$ cat src/hbc_pkg.sv
package hbc_pkg;

    // Configuration offsets (byte addresses as printed)
    localparam logic [7:0] HBC_OFF_MAKER = 8'h00;
    localparam logic [7:0] HBC_OFF_PART = 8'h02;
    localparam logic [7:0] HBC_OFF_CONTROL = 8'h04;
    localparam logic [7:0] HBC_OFF_FLAGS = 8'h06;
    localparam logic [7:0] HBC_OFF_REVISION = 8'h08;
    localparam logic [7:0] HBC_OFF_PROG_IF = 8'h09;
    localparam logic [7:0] HBC_OFF_SUBCLASS = 8'h0a;
    localparam logic [7:0] HBC_OFF_BASE_CLASS = 8'h0b;
    localparam logic [7:0] HBC_OFF_LINE_SIZE = 8'h0c;

    // Dword indices that hold the above
    localparam logic [5:0] HBC_DW_IDENT = 6'h00;
    localparam logic [5:0] HBC_DW_CTRL_FLAGS = 6'h01;
    localparam logic [5:0] HBC_DW_CLASS = 6'h02;
    localparam logic [5:0] HBC_DW_MISC = 6'h03;

    // Control register bit positions
    localparam int HBC_CTL_IO_EN = 0;
    localparam int HBC_CTL_MEM_EN = 1;
    localparam int HBC_CTL_MASTER_EN = 2;
    localparam int HBC_CTL_SYSTEM_ERROR_ENABLE = 8;

    // Flag register bit positions
    localparam int HBC_FLG_CAP = 4;
    localparam int HBC_FLG_66MHZ = 5;
    localparam int HBC_FLG_SEL_LO = 9;
    localparam int HBC_FLG_TGT_ABORT = 12;
    localparam int HBC_FLG_MST_ABORT = 13;
    localparam int HBC_FLG_SYS_ERR = 14;

    // Sticky flag bank index
    localparam int HBC_EV_TGT = 0;
    localparam int HBC_EV_MST = 1;
    localparam int HBC_EV_SERR = 2;
    localparam int HBC_EV_COUNT = 3;

    // Fixed and reset values
    localparam logic [15:0] HBC_CTL_FIXED = 16'h0004;
    localparam logic [15:0] HBC_FLG_FIXED = 16'h0230;
    localparam logic [1:0] HBC_SELECT_TIMING = 2'h1;
    localparam logic [7:0] HBC_PROG_IF_VAL = 8'h00;
    localparam logic [7:0] HBC_SUBCLASS_VAL = 8'h00;
    localparam logic [7:0] HBC_BASE_CLASS_VAL = 8'h06;
    localparam logic [7:0] HBC_LINE_SIZE_VAL = 8'h00;
    localparam logic HBC_MEM_EN_RESET = 1'b0;
    localparam logic HBC_SYSTEM_ERROR_ENABLE_RESET = 1'b0;

    // Configuration access request
    typedef struct packed {
        logic valid;
        logic write;
        logic [7:0] offset;
        logic [3:0] byte_en;
        logic [31:0] wdata;
    } hbc_cfg_req_type;

endpackage

$ cat src/hbc_flag_bank.sv
`timescale 1ns/10ps
module hbc_flag_bank #(
    parameter int WIDTH = 3
) (
    // Clock and reset
    input wire logic clk_in,
    input wire logic rst_n_in,
    // Events and clears
    input wire logic [WIDTH-1:0] set_in,
    input wire logic [WIDTH-1:0] clr_in,
    // Sticky flags
    output logic [WIDTH-1:0] flags_out
);
    logic [WIDTH-1:0] flags_reg;
    logic [WIDTH-1:0] flags_next;

    // Set beats clear so no event is lost in a clear cycle
    generate
        for (genvar i = 0; i < WIDTH; i++) begin : g_flag
            always_comb begin
                flags_next[i] = set_in[i] | (flags_reg[i] & ~clr_in[i]);
            end
        end
    endgenerate

    always_ff @(posedge clk_in or negedge rst_n_in) begin
        if (!rst_n_in) begin
            flags_reg <= '0;
        end else begin
            flags_reg <= flags_next;
        end
    end

    assign flags_out = flags_reg;
endmodule

$ cat src/hbc_config_header.sv
`timescale 1ns/10ps
// Functional notes
// - Maker code at offset zero, read-only
// - Part code picks primary or alternate by fuse
// - I/O enable reads 0, no I/O response
// - Memory enable writable, resets 0, gates access
// - Bus master enable always reads 1
// - Special cycle, invalidate, snoop, parity bits zero
// - System error enable gates error pin drive
// - Back-to-back enable and bits 15:10 zero
// - Capabilities present bit reads 1
// - 66 MHz capable bit reads 1
// - Back-to-back capable status bit reads 0
// - Select timing field reads medium (1)
// - Signaled target abort reads 0
// - Target abort received sets flag, write-1 clears
// - Master abort received sets flag, write-1 clears
// - Raised system error sets flag, write-1 clears
// - Detected parity error reads 0
// - Revision: stepping low nibble, revision high
// - Class bytes read-only, bridge host class
module hbc_config_header #(
    parameter logic [15:0] MAKER_CODE = 16'h1ab0,       // Arbitrary value
    parameter logic [15:0] PART_CODE_PRIMARY = 16'h2c10, // Arbitrary value
    parameter logic [15:0] PART_CODE_ALT = 16'h2c11,    // Arbitrary value
    parameter logic [3:0] STEPPING_NUMBER = 4'h0,
    parameter logic [3:0] REVISION_NUMBER = 4'h0
) (
    // Clock and reset
    input wire logic sys_clk_in,
    input wire logic rst_n_in,
    // Configuration access
    input wire hbc_pkg::hbc_cfg_req_type cfg_req_in,
    output logic cfg_ack_out,
    output logic [31:0] cfg_rdata_out,
    // Fuse strap and bridge events
    input wire logic alt_id_fuse_in,
    input wire logic target_abort_in,
    input wire logic master_abort_in,
    input wire logic special_cycle_in,
    input wire logic address_remap_table_error_in,
    // Bridge controls
    output logic mem_space_enable_out,
    output logic io_respond_out,
    output logic bus_master_enable_out,
    output logic serr_drive_out
);
    import hbc_pkg::*;

    logic [1:0] rst_sync_reg;
    logic rst_n_sync;
    logic fuse_meta_reg;
    logic fuse_sync_reg;

    // Reset release through two flops, assert stays asynchronous
    always_ff @(posedge sys_clk_in or negedge rst_n_in) begin
        if (!rst_n_in) begin
            rst_sync_reg <= 2'h0;
        end else begin
            rst_sync_reg <= {rst_sync_reg[0], 1'b1};
        end
    end
    assign rst_n_sync = rst_sync_reg[1];

    // Fuse level comes from a pin, so synchronise before use
    always_ff @(posedge sys_clk_in or negedge rst_n_sync) begin
        if (!rst_n_sync) begin
            fuse_meta_reg <= 1'b0;
            fuse_sync_reg <= 1'b0;
        end else begin
            fuse_meta_reg <= alt_id_fuse_in;
            fuse_sync_reg <= fuse_meta_reg;
        end
    end

    logic [5:0] dw_index;
    logic rd_hit_ctrl;
    logic wr_ctrl;
    assign dw_index = cfg_req_in.offset[7:2];
    assign wr_ctrl = cfg_req_in.valid && cfg_req_in.write && (dw_index == HBC_DW_CTRL_FLAGS);
    assign rd_hit_ctrl = cfg_req_in.valid && !cfg_req_in.write;

    // Writable control bits
    logic mem_en_reg;
    logic mem_en_next;
    logic system_error_enable_reg;
    logic system_error_enable_next;

    always_comb begin
        mem_en_next = mem_en_reg;
        system_error_enable_next = system_error_enable_reg;
        if (wr_ctrl && cfg_req_in.byte_en[0]) begin
            mem_en_next = cfg_req_in.wdata[HBC_CTL_MEM_EN];
        end
        if (wr_ctrl && cfg_req_in.byte_en[1]) begin
            system_error_enable_next = cfg_req_in.wdata[HBC_CTL_SYSTEM_ERROR_ENABLE];
        end
    end

    always_ff @(posedge sys_clk_in or negedge rst_n_sync) begin
        if (!rst_n_sync) begin
            mem_en_reg <= HBC_MEM_EN_RESET;
            system_error_enable_reg <= HBC_SYSTEM_ERROR_ENABLE_RESET;
        end else begin
            mem_en_reg <= mem_en_next;
            system_error_enable_reg <= system_error_enable_next;
        end
    end

    // Sticky abort and error flags
    logic [HBC_EV_COUNT-1:0] ev_set;
    logic [HBC_EV_COUNT-1:0] ev_clr;
    logic [HBC_EV_COUNT-1:0] flags;
    logic serr_raise;

    assign serr_raise = address_remap_table_error_in && system_error_enable_reg;
    assign ev_set[HBC_EV_TGT] = target_abort_in && !special_cycle_in;
    assign ev_set[HBC_EV_MST] = master_abort_in && !special_cycle_in;
    assign ev_set[HBC_EV_SERR] = serr_raise;
    // Only a written 1 in the top status byte clears
    assign ev_clr[HBC_EV_TGT] = wr_ctrl && cfg_req_in.byte_en[3]
        && cfg_req_in.wdata[16+HBC_FLG_TGT_ABORT];
    assign ev_clr[HBC_EV_MST] = wr_ctrl && cfg_req_in.byte_en[3]
        && cfg_req_in.wdata[16+HBC_FLG_MST_ABORT];
    assign ev_clr[HBC_EV_SERR] = wr_ctrl && cfg_req_in.byte_en[3]
        && cfg_req_in.wdata[16+HBC_FLG_SYS_ERR];

    hbc_flag_bank #(
        .WIDTH(HBC_EV_COUNT)
    ) u_flags (
        .clk_in(sys_clk_in),
        .rst_n_in(rst_n_sync),
        .set_in(ev_set),
        .clr_in(ev_clr),
        .flags_out(flags)
    );

    // Register views; hardwired bits come from the fixed patterns
    logic [15:0] ctrl_view;
    logic [15:0] flag_view;
    logic [15:0] part_code;
    always_comb begin
        ctrl_view = HBC_CTL_FIXED;
        ctrl_view[HBC_CTL_MEM_EN] = mem_en_reg;
        ctrl_view[HBC_CTL_SYSTEM_ERROR_ENABLE] = system_error_enable_reg;
        flag_view = HBC_FLG_FIXED;
        flag_view[HBC_FLG_TGT_ABORT] = flags[HBC_EV_TGT];
        flag_view[HBC_FLG_MST_ABORT] = flags[HBC_EV_MST];
        flag_view[HBC_FLG_SYS_ERR] = flags[HBC_EV_SERR];
        part_code = fuse_sync_reg ? PART_CODE_ALT : PART_CODE_PRIMARY;
    end

    // Read answer and bridge outputs, all registered
    logic ack_reg;
    logic ack_next;
    logic [31:0] rdata_reg;
    logic [31:0] rdata_next;
    logic serr_drv_reg;
    logic serr_drv_next;

    always_comb begin
        ack_next = cfg_req_in.valid;
        rdata_next = 32'h0;
        serr_drv_next = serr_raise;
        if (rd_hit_ctrl) begin
            case (dw_index)
                HBC_DW_IDENT: begin
                    rdata_next = {part_code, MAKER_CODE};
                end
                HBC_DW_CTRL_FLAGS: begin
                    rdata_next = {flag_view, ctrl_view};
                end
                HBC_DW_CLASS: begin
                    rdata_next = {HBC_BASE_CLASS_VAL, HBC_SUBCLASS_VAL,
                        HBC_PROG_IF_VAL, REVISION_NUMBER, STEPPING_NUMBER};
                end
                HBC_DW_MISC: begin
                    rdata_next = {24'h0, HBC_LINE_SIZE_VAL};
                end
                default: begin
                    rdata_next = 32'h0;
                end
            endcase
        end
    end

    always_ff @(posedge sys_clk_in or negedge rst_n_sync) begin
        if (!rst_n_sync) begin
            ack_reg <= 1'b0;
            rdata_reg <= 32'h0;
            serr_drv_reg <= 1'b0;
        end else begin
            ack_reg <= ack_next;
            rdata_reg <= rdata_next;
            serr_drv_reg <= serr_drv_next;
        end
    end

    // I/O never answered, master always allowed: constant flops
    logic io_resp_reg;
    logic master_reg;
    always_ff @(posedge sys_clk_in or negedge rst_n_sync) begin
        if (!rst_n_sync) begin
            io_resp_reg <= 1'b0;
            master_reg <= 1'b1;
        end else begin
            io_resp_reg <= 1'b0;
            master_reg <= 1'b1;
        end
    end

    assign cfg_ack_out = ack_reg;
    assign cfg_rdata_out = rdata_reg;
    assign mem_space_enable_out = mem_en_reg;
    assign io_respond_out = io_resp_reg;
    assign bus_master_enable_out = master_reg;
    assign serr_drive_out = serr_drv_reg;

    logic rd0;
    logic rd1;
    logic rd2;
    assign rd0 = rd_hit_ctrl && dw_index == HBC_DW_IDENT;
    assign rd1 = rd_hit_ctrl && dw_index == HBC_DW_CTRL_FLAGS;
    assign rd2 = rd_hit_ctrl && dw_index == HBC_DW_CLASS;

    property p_maker;
        @(posedge sys_clk_in) disable iff (!rst_n_sync)
        rd0 |=> cfg_ack_out && cfg_rdata_out[15:0] == MAKER_CODE;
    endproperty
    a_maker: assert property (p_maker) else $error("maker code wrong");

    property p_part;
        @(posedge sys_clk_in) disable iff (!rst_n_sync)
        rd0 |=> cfg_rdata_out[31:16] ==
            ($past(fuse_sync_reg) ? PART_CODE_ALT : PART_CODE_PRIMARY);
    endproperty
    a_part: assert property (p_part) else $error("part code wrong");

    property p_ctrl_fixed;
        @(posedge sys_clk_in) disable iff (!rst_n_sync)
        rd1 |=> cfg_rdata_out[0] == 1'b0 && cfg_rdata_out[2] == 1'b1
            && cfg_rdata_out[7:3] == 5'h0 && cfg_rdata_out[15:9] == 7'h0 && !io_respond_out;
    endproperty
    a_ctrl_fixed: assert property (p_ctrl_fixed) else $error("control fixed bits");

    property p_mem_en;
        @(posedge sys_clk_in) disable iff (!rst_n_sync)
        wr_ctrl && cfg_req_in.byte_en[0] |=>
            mem_space_enable_out == $past(cfg_req_in.wdata[1]) && bus_master_enable_out;
    endproperty
    a_mem_en: assert property (p_mem_en) else $error("memory enable write lost");

    property p_serr_gate;
        @(posedge sys_clk_in) disable iff (!rst_n_sync)
        serr_drive_out |-> $past(system_error_enable_reg) && $past(address_remap_table_error_in);
    endproperty
    a_serr_gate: assert property (p_serr_gate) else $error("error pin without enable");

    property p_flag_fixed;
        @(posedge sys_clk_in) disable iff (!rst_n_sync)
        rd1 |=> cfg_rdata_out[20] && cfg_rdata_out[21] && !cfg_rdata_out[23]
            && cfg_rdata_out[26:25] == HBC_SELECT_TIMING && !cfg_rdata_out[27]
            && !cfg_rdata_out[31];
    endproperty
    a_flag_fixed: assert property (p_flag_fixed) else $error("status fixed bits");

    property p_tgt_set;
        @(posedge sys_clk_in) disable iff (!rst_n_sync)
        target_abort_in && !special_cycle_in ##1 rd1 |=> cfg_rdata_out[28];
    endproperty
    a_tgt_set: assert property (p_tgt_set) else $error("target abort flag missed");

    property p_mst_set;
        @(posedge sys_clk_in) disable iff (!rst_n_sync)
        master_abort_in && !special_cycle_in |=> flags[HBC_EV_MST];
    endproperty
    a_mst_set: assert property (p_mst_set) else $error("master abort flag missed");

    property p_serr_flag;
        @(posedge sys_clk_in) disable iff (!rst_n_sync)
        serr_drive_out |-> flags[HBC_EV_SERR];
    endproperty
    a_serr_flag: assert property (p_serr_flag) else $error("error flag not set");

    property p_write_zero_keeps;
        @(posedge sys_clk_in) disable iff (!rst_n_sync)
        flags[HBC_EV_TGT] && wr_ctrl && !cfg_req_in.wdata[28] |=> flags[HBC_EV_TGT];
    endproperty
    a_write_zero_keeps: assert property (p_write_zero_keeps) else $error("flag lost");

    property p_class;
        @(posedge sys_clk_in) disable iff (!rst_n_sync)
        rd2 |=> cfg_rdata_out == {24'h060000, REVISION_NUMBER, STEPPING_NUMBER};
    endproperty
    a_class: assert property (p_class) else $error("class or revision wrong");

    // A written 1 must clear unless a fresh abort arrives in the same cycle
    property p_tgt_clear;
        @(posedge sys_clk_in) disable iff (!rst_n_sync)
        wr_ctrl && cfg_req_in.byte_en[3] && cfg_req_in.wdata[16+HBC_FLG_TGT_ABORT]
            && !target_abort_in |=> !flags[HBC_EV_TGT];
    endproperty
    a_tgt_clear: assert property (p_tgt_clear) else $error("flag not cleared");

    property p_spc_ignore;
        @(posedge sys_clk_in) disable iff (!rst_n_sync)
        !flags[HBC_EV_MST] && special_cycle_in |=> !flags[HBC_EV_MST];
    endproperty
    a_spc_ignore: assert property (p_spc_ignore) else $error("special abort set");

    property p_system_error_enable_wr;
        @(posedge sys_clk_in) disable iff (!rst_n_sync)
        wr_ctrl && cfg_req_in.byte_en[1] |=>
            system_error_enable_reg == $past(cfg_req_in.wdata[HBC_CTL_SYSTEM_ERROR_ENABLE]);
    endproperty
    a_system_error_enable_wr: assert property (p_system_error_enable_wr) else $error("enable write lost");
endmodule

$ cat config.mk
export PLATFORM = sky130hd
export DESIGN_NAME = hbc_config_header
export DESIGN_NICKNAME = d
export VERILOG_FILES = /design/src/hbc_pkg.sv /design/src/hbc_flag_bank.sv /design/src/hbc_config_header.sv
export SDC_FILE = /design/constraint.sdc
export NUM_CORES = 1
export LEC_CHECK = 0
export ABC_AREA = 1
export BUFFER_PORTS_ARGS = -buffer_cell sky130_fd_sc_hd__buf_2
export CORE_ASPECT_RATIO = 2
export CORE_MARGIN = 8
export CORE_UTILIZATION = 37
export CTS_CLUSTER_SIZE = 40
export DETAILED_ROUTE_END_ITERATION = 12
export PLACE_DENSITY = 0.91
export SYNTH_ARGS = -nofsm -noshare
export SYNTH_HDL_FRONTEND = slang
export SYNTH_SLANG_ARGS = --single-unit
$ cat constraint.sdc
create_clock -name sys_clk_in -period 0.88 [get_ports sys_clk_in]
set_input_delay 0.176 -clock sys_clk_in [delete_from_list [all_inputs] [get_ports sys_clk_in]]
set_output_delay 0.176 -clock sys_clk_in [all_outputs]
set_load 0.005 [all_outputs]
# == Word level (Yosys, flattened, before mapping) ==
# Index checks and enable logic that the tools add are counted.
# word_totals
reg_bits,43
inputBits,53
out_inout_bits,37
wordCells,38
# classes
eq_ne,2
mux,3
n_bitwise,9
reduce_logical,15
# ops
operator,n
31-bit case mux with 3 select lines,1
32-bit two-way mux,1
1-bit logical AND,12
"6-bit by 1-bit == test with 1-bit output, second input constant",1
"6-bit by 2-bit == test with 1-bit output, second input constant",1
6-bit logical NOT,1
1-bit AND,3
1-bit inverter,3
1-bit OR,3
1-bit logical NOT,2
1-bit two-way mux,1

# == Depth between registers and ports, before layout ==
# depth
ltp_word,7
mapped_depth,7
mapped_depth_nobuf,7

# == By module ==
# A second synthesis with hierarchy kept.
# hier_totals
cells_unflattened,120
area_unflattened_um2,1046.0
# modules_own_cells
mod,instances,cells_per_inst,area_each_um2,seq_area_each_um2
hbc_config_header,1,105,925.9,475.5
hbc_flag_bank,1,15,120.1,75.1

# == Worst setup path before layout ==
# Ideal clock, no wire load.
# synth_path
path_type,input -> register
startpoint,input cfg_req_in[43] in the netlist's numbering
endpoint,"register u_flags.flags_reg[2], in the netlist u_flags.flags_out[2]"
setup_ns,0.117
arrival_ns,0.714
required_ns,0.763
path_slack_ns,0.049
cell_stages,5
path_buffers,0
cell_sequence,or2_4 > nor2_4 > nand4_1 > nand2_1 > nand2_1
# synth_via
elab_chain_len,7
# synth_rtl
element,line,rtl
"start, declared",hbc_config_header.sv:33,"input wire hbc_pkg::hbc_cfg_req_type cfg_req_in,"
6-bit by 1-bit == test with 1-bit output,hbc_config_header.sv:80,assign wr_ctrl = cfg_req_in.valid && cfg_req_in.write && (dw_index == HBC_DW_CTRL_FLAGS);
1-bit logical AND,hbc_config_header.sv:80,
1-bit logical AND,hbc_config_header.sv:125,assign ev_clr[HBC_EV_SERR] = wr_ctrl && cfg_req_in.byte_en[3]
1-bit logical AND,hbc_config_header.sv:126,&& cfg_req_in.wdata[16+HBC_FLG_SYS_ERR];
1-bit inverter,hbc_flag_bank.sv:21,flags_next[i] = set_in[i] | (flags_reg[i] & ~clr_in[i]);
1-bit AND,hbc_flag_bank.sv:21,
1-bit OR,hbc_flag_bank.sv:21,
named net u_flags.flags_next[2],hbc_flag_bank.sv:15,logic [WIDTH-1:0] flags_next;
"end signal, assigned",hbc_flag_bank.sv:30,flags_reg <= flags_next;
"end, declared",hbc_flag_bank.sv:14,logic [WIDTH-1:0] flags_reg;
# The timed path passes the listed nets, and every way through them passes these cells.
# A chain may end at the register's enable or synchronous reset.

==> run_summary.xml <==
<?xml version="1.0" encoding="UTF-8"?>
<metrics>
  <group name="layout">
    <metric name="nets" unit="">207</metric>
    <metric name="largest_register_ff_count" unit="">11</metric>
    <metric name="post-route-util" unit="%">46.6</metric>
    <metric name="layout.filler_cells" unit="">259</metric>
    <metric name="layout-drive-gt1-share" unit="%">41.4</metric>
    <metric name="flow.area_growth_from_synthesis" unit="%">23.0</metric>
    <metric name="insertedDiodeCount" unit="">0</metric>
  </group>
  <group name="die">
    <metric name="die_h" unit="um">89.9</metric>
    <metric name="row_count" unit="">27</metric>
    <metric name="initial_core_util" unit="%">37.9</metric>
    <metric name="core-area" unit="mm2">0.00267</metric>
    <metric name="chipWidth" unit="um">53.0</metric>
    <metric name="num_io_pins" unit="">90</metric>
    <metric name="dieArea" unit="mm2">0.00476</metric>
  </group>
  <group name="drt">
    <metric name="num_vias" unit="">720</metric>
    <metric name="drt-vias-per-instance" unit="">3.98</metric>
    <metric name="ant_nets" unit="">0</metric>
    <metric name="wl_met3" unit="um">300</metric>
    <metric name="detail_route.wl_per_cell" unit="um">10.7</metric>
    <metric name="dr.pass1.iters" unit="">4</metric>
    <metric name="routed.top_layer" unit="">met4</metric>
    <metric name="drt_iter0_drc" unit="">6</metric>
    <metric name="postRouteWirelength" unit="um">1940</metric>
    <metric name="met2_length" unit="um">930</metric>
    <metric name="route.layer.met1.wl" unit="um">691</metric>
    <metric name="drc_errors" unit="">0</metric>
  </group>
  <group name="outcome">
    <metric name="status" unit="">finished with violations</metric>
    <metric name="failing_checks" unit="">negative setup slack</metric>
  </group>
  <group name="setup_path">
    <metric name="worst_path_largest_cell_delay" unit="ns">0.43</metric>
    <metric name="cpMaxStageDelayCell" unit="">dfrtp_2</metric>
    <metric name="crit_start" unit="">cfg_rdata_out[27]</metric>
    <metric name="timing.critical_path.cells" unit="">buf_2</metric>
    <metric name="critical_path.n_buffers_inverters" unit="">1</metric>
    <metric name="endpoint_kind" unit="">output port</metric>
    <metric name="critPathRequiredTime" unit="ns">0.70</metric>
    <metric name="cpLargestDelayFamily" unit="">flip-flops</metric>
    <metric name="reg2reg_from" unit="">mem_space_enable_out</metric>
    <metric name="signal_arrival_time_at_the_worst_endpoint" unit="ns">0.81</metric>
    <metric name="timing.critical_path.from_type" unit="">flip-flop</metric>
    <metric name="worstPathMaxFanout" unit="">7</metric>
    <metric name="worst-setup-path-type" unit="">reg -&gt; out</metric>
  </group>
  <group name="global_routing">
    <metric name="grt_pass1_wl" unit="um">3430</metric>
    <metric name="gr-usage-all-layers" unit="%">8.89</metric>
    <metric name="grt_antenna_before_repair" unit="">0</metric>
    <metric name="gr-total-overflow" unit="">0</metric>
    <metric name="largest_net_degree_at_the_start_of_global_routing" unit="">21</metric>
    <metric name="vias_in_the_first_global_route" unit="">838</metric>
  </group>
  <group name="power">
    <metric name="power_frac_clock" unit="%">31.9</metric>
    <metric name="p_sw" unit="uW">406</metric>
    <metric name="combinationalPowerShare" unit="%">10.3</metric>
    <metric name="standby_leakage_power" unit="nW">0.795</metric>
    <metric name="power.internal" unit="mW">1.43</metric>
    <metric name="powerDensity" unit="mW/mm2">1480</metric>
    <metric name="max-vdd-ir-drop" unit="mV">0.868</metric>
    <metric name="p_sw_share" unit="%">22.1</metric>
    <metric name="flop_pwr_share" unit="%">57.9</metric>
  </group>
  <group name="yosys">
    <metric name="syn-mean-instance-area" unit="um2">9.45</metric>
    <metric name="yosysMostFrequentCell" unit="">buf_4</metric>
    <metric name="ys.warnings.count" unit="">0</metric>
    <metric name="synth_edf_count" unit="">0</metric>
    <metric name="dominantRegCellSynth" unit="">dfrtp_1</metric>
    <metric name="number_of_instances_in_the_synthesized_netlist" unit="">107</metric>
    <metric name="yosys-top-cells-area" unit="">dfrtp_1 54%, buf_4 17%, nand2_1 6.7%</metric>
    <metric name="synth.ff_latch_count" unit="">22</metric>
    <metric name="synth_area" unit="mm2">0.00101</metric>
    <metric name="yosys_top_cell_by_area" unit="">dfrtp_1</metric>
    <metric name="yosysSeqAreaShare" unit="%">54.5</metric>
    <metric name="netlist_top_cells_count" unit="">23 x buf_4, 22 x dfrtp_1, 18 x nand2_1</metric>
    <metric name="synthArstFlopShare" unit="%">100</metric>
    <metric name="number_of_library_cell_types_mapped_by_synthesis" unit="">16</metric>
    <metric name="synth_top_area_share" unit="%">54.5</metric>
  </group>
  <group name="clocking">
    <metric name="cts_max_path_buffers" unit="">2</metric>
    <metric name="clk_latency" unit="ns">0.25</metric>
    <metric name="cts_root_buf" unit="">clkbuf_8</metric>
    <metric name="cts.sink_count" unit="">22</metric>
    <metric name="clock_tree_from_tritoncts" unit="">done</metric>
    <metric name="cts_inserted_buffers" unit="">3</metric>
    <metric name="clkTransAtPathRegs" unit="ns">0.07</metric>
    <metric name="htreeDepth" unit="">1</metric>
  </group>
  <group name="sta">
    <metric name="final_critical_path_setup_slack" unit="ns">-0.111</metric>
    <metric name="timing.final.max_slew_violations" unit="">0</metric>
    <metric name="final_period_minus_worst_setup_slack" unit="ns">0.991</metric>
    <metric name="skew" unit="ns">0.000550</metric>
    <metric name="layout_worst_path_cycle_share" unit="%">113</metric>
    <metric name="setup_viol" unit="">21</metric>
    <metric name="rsz0062_at_grt" unit="">yes</metric>
    <metric name="hold_viol" unit="">0</metric>
    <metric name="max_freq" unit="GHz">1.01</metric>
    <metric name="timing.hold.ws" unit="ns">0.0274</metric>
  </group>
  <group name="run">
    <metric name="maxCapViolCount" unit="">0</metric>
  </group>
  <group name="worst_hold_path">
    <metric name="min_from" unit="">alt_id_fuse_in</metric>
    <metric name="worstHoldPathType" unit="">in -&gt; reg</metric>
  </group>
  <group name="placed_design">
    <metric name="hpwlAfterDp" unit="um">1720</metric>
    <metric name="port_buffers" unit="">43</metric>
    <metric name="place.gp.congestion" unit="">0.738</metric>
  </group>
</metrics>
power groups by stage:
stage                     combinational, mW  sequential [mW]  clock [mW]
final                                 0.189             1.06       0.586
after global routing                  0.224             1.07       0.648
after detailed placement              0.182             1.08           0
after CTS                             0.190             1.06       0.599
after global placement                0.172             1.08           0
after floorplan                       0.128             1.09           0
logic make-up after synthesis:
logic type	after synthesis	synth area share [%]
other	2	0.743
AOI/OAI and AO/OA	2	0.990
DFF	22	54.5
buffers and inverters	41	23.8
and+or+nand+nor	40	20.1
final cells by class:
type	count	area (um2)	area share (%)
clock buffers	3	41.3	3.32
inverters	18	67.6	5.43
multi-input cells	59	277	22.2
flip-flops and latches	22	552	44.4
well taps	29	36.3	2.92
repair buffers	50	270	21.7
metrics by stage:
step                power (mW)  std cells  instance area, um2  TNS, ns  setup WS [ns]
detailed placement        1.27        176                1180    -1.86         -0.158
global route              1.94        181                1240    -2.01         -0.159
floorplan                 1.22        122                1070        0         0.0488
finish                    1.84        181                1240    -1.21         -0.111
CTS                       1.85        181                1240    -1.43         -0.121
global placement          1.25        176                1180    -1.03         -0.127
worst paths after layout:
check                      slack, ns              endpoint  cells past startpoint
setup / recovery               -0.11     cfg_rdata_out[12]                      1
hold / removal                  0.03         fuse_meta_reg                      1
setup reg to reg                0.15  mem_space_enable_out                      3
hold reg to reg                 0.20         fuse_sync_reg                      1
max in group asynchronous       0.47     cfg_rdata_out[27]                      1
min in group asynchronous       0.20         fuse_sync_reg                      1
per-layer routing:
layer	vias to the layer above	GRT usage (%)
met2	41	14.6
met3	2	3.63
met1	310	9.30
met4	0	3.91
li1	367	-
met5	-	0
cell usage in the layout (no fill, tap or decap):
| master | instances |
|---|---|
| dlygate4sd3_1 | 1 |
| or2_4 | 1 |
| dfrtp_2 | 1 |
| conb_1 | 17 |
| buf_4 | 6 |
| nor2_2 | 1 |
| inv_1 | 16 |
| nor2_4 | 1 |
| dfrtp_1 | 21 |
| nand3_1 | 3 |
| o21ai_1 | 2 |
| buf_2 | 43 |
| inv_2 | 2 |
| nor3_4 | 1 |
| nand4_1 | 3 |
| nand2_1 | 18 |
| nand2_2 | 3 |
| nand3_2 | 1 |
| nor2_1 | 8 |
| clkbuf_8 | 3 |
what timing repair did:
item,4_1_cts,5_1_grt
gates resized for setup,0,1
pin swaps,0,0
endpoints found under the setup margin,21,21
cloned,0,0
hold buffers,1,0
endpoints found under the hold margin,2,0
setup buffers,1,0
(Power assumes the default switching activity.)
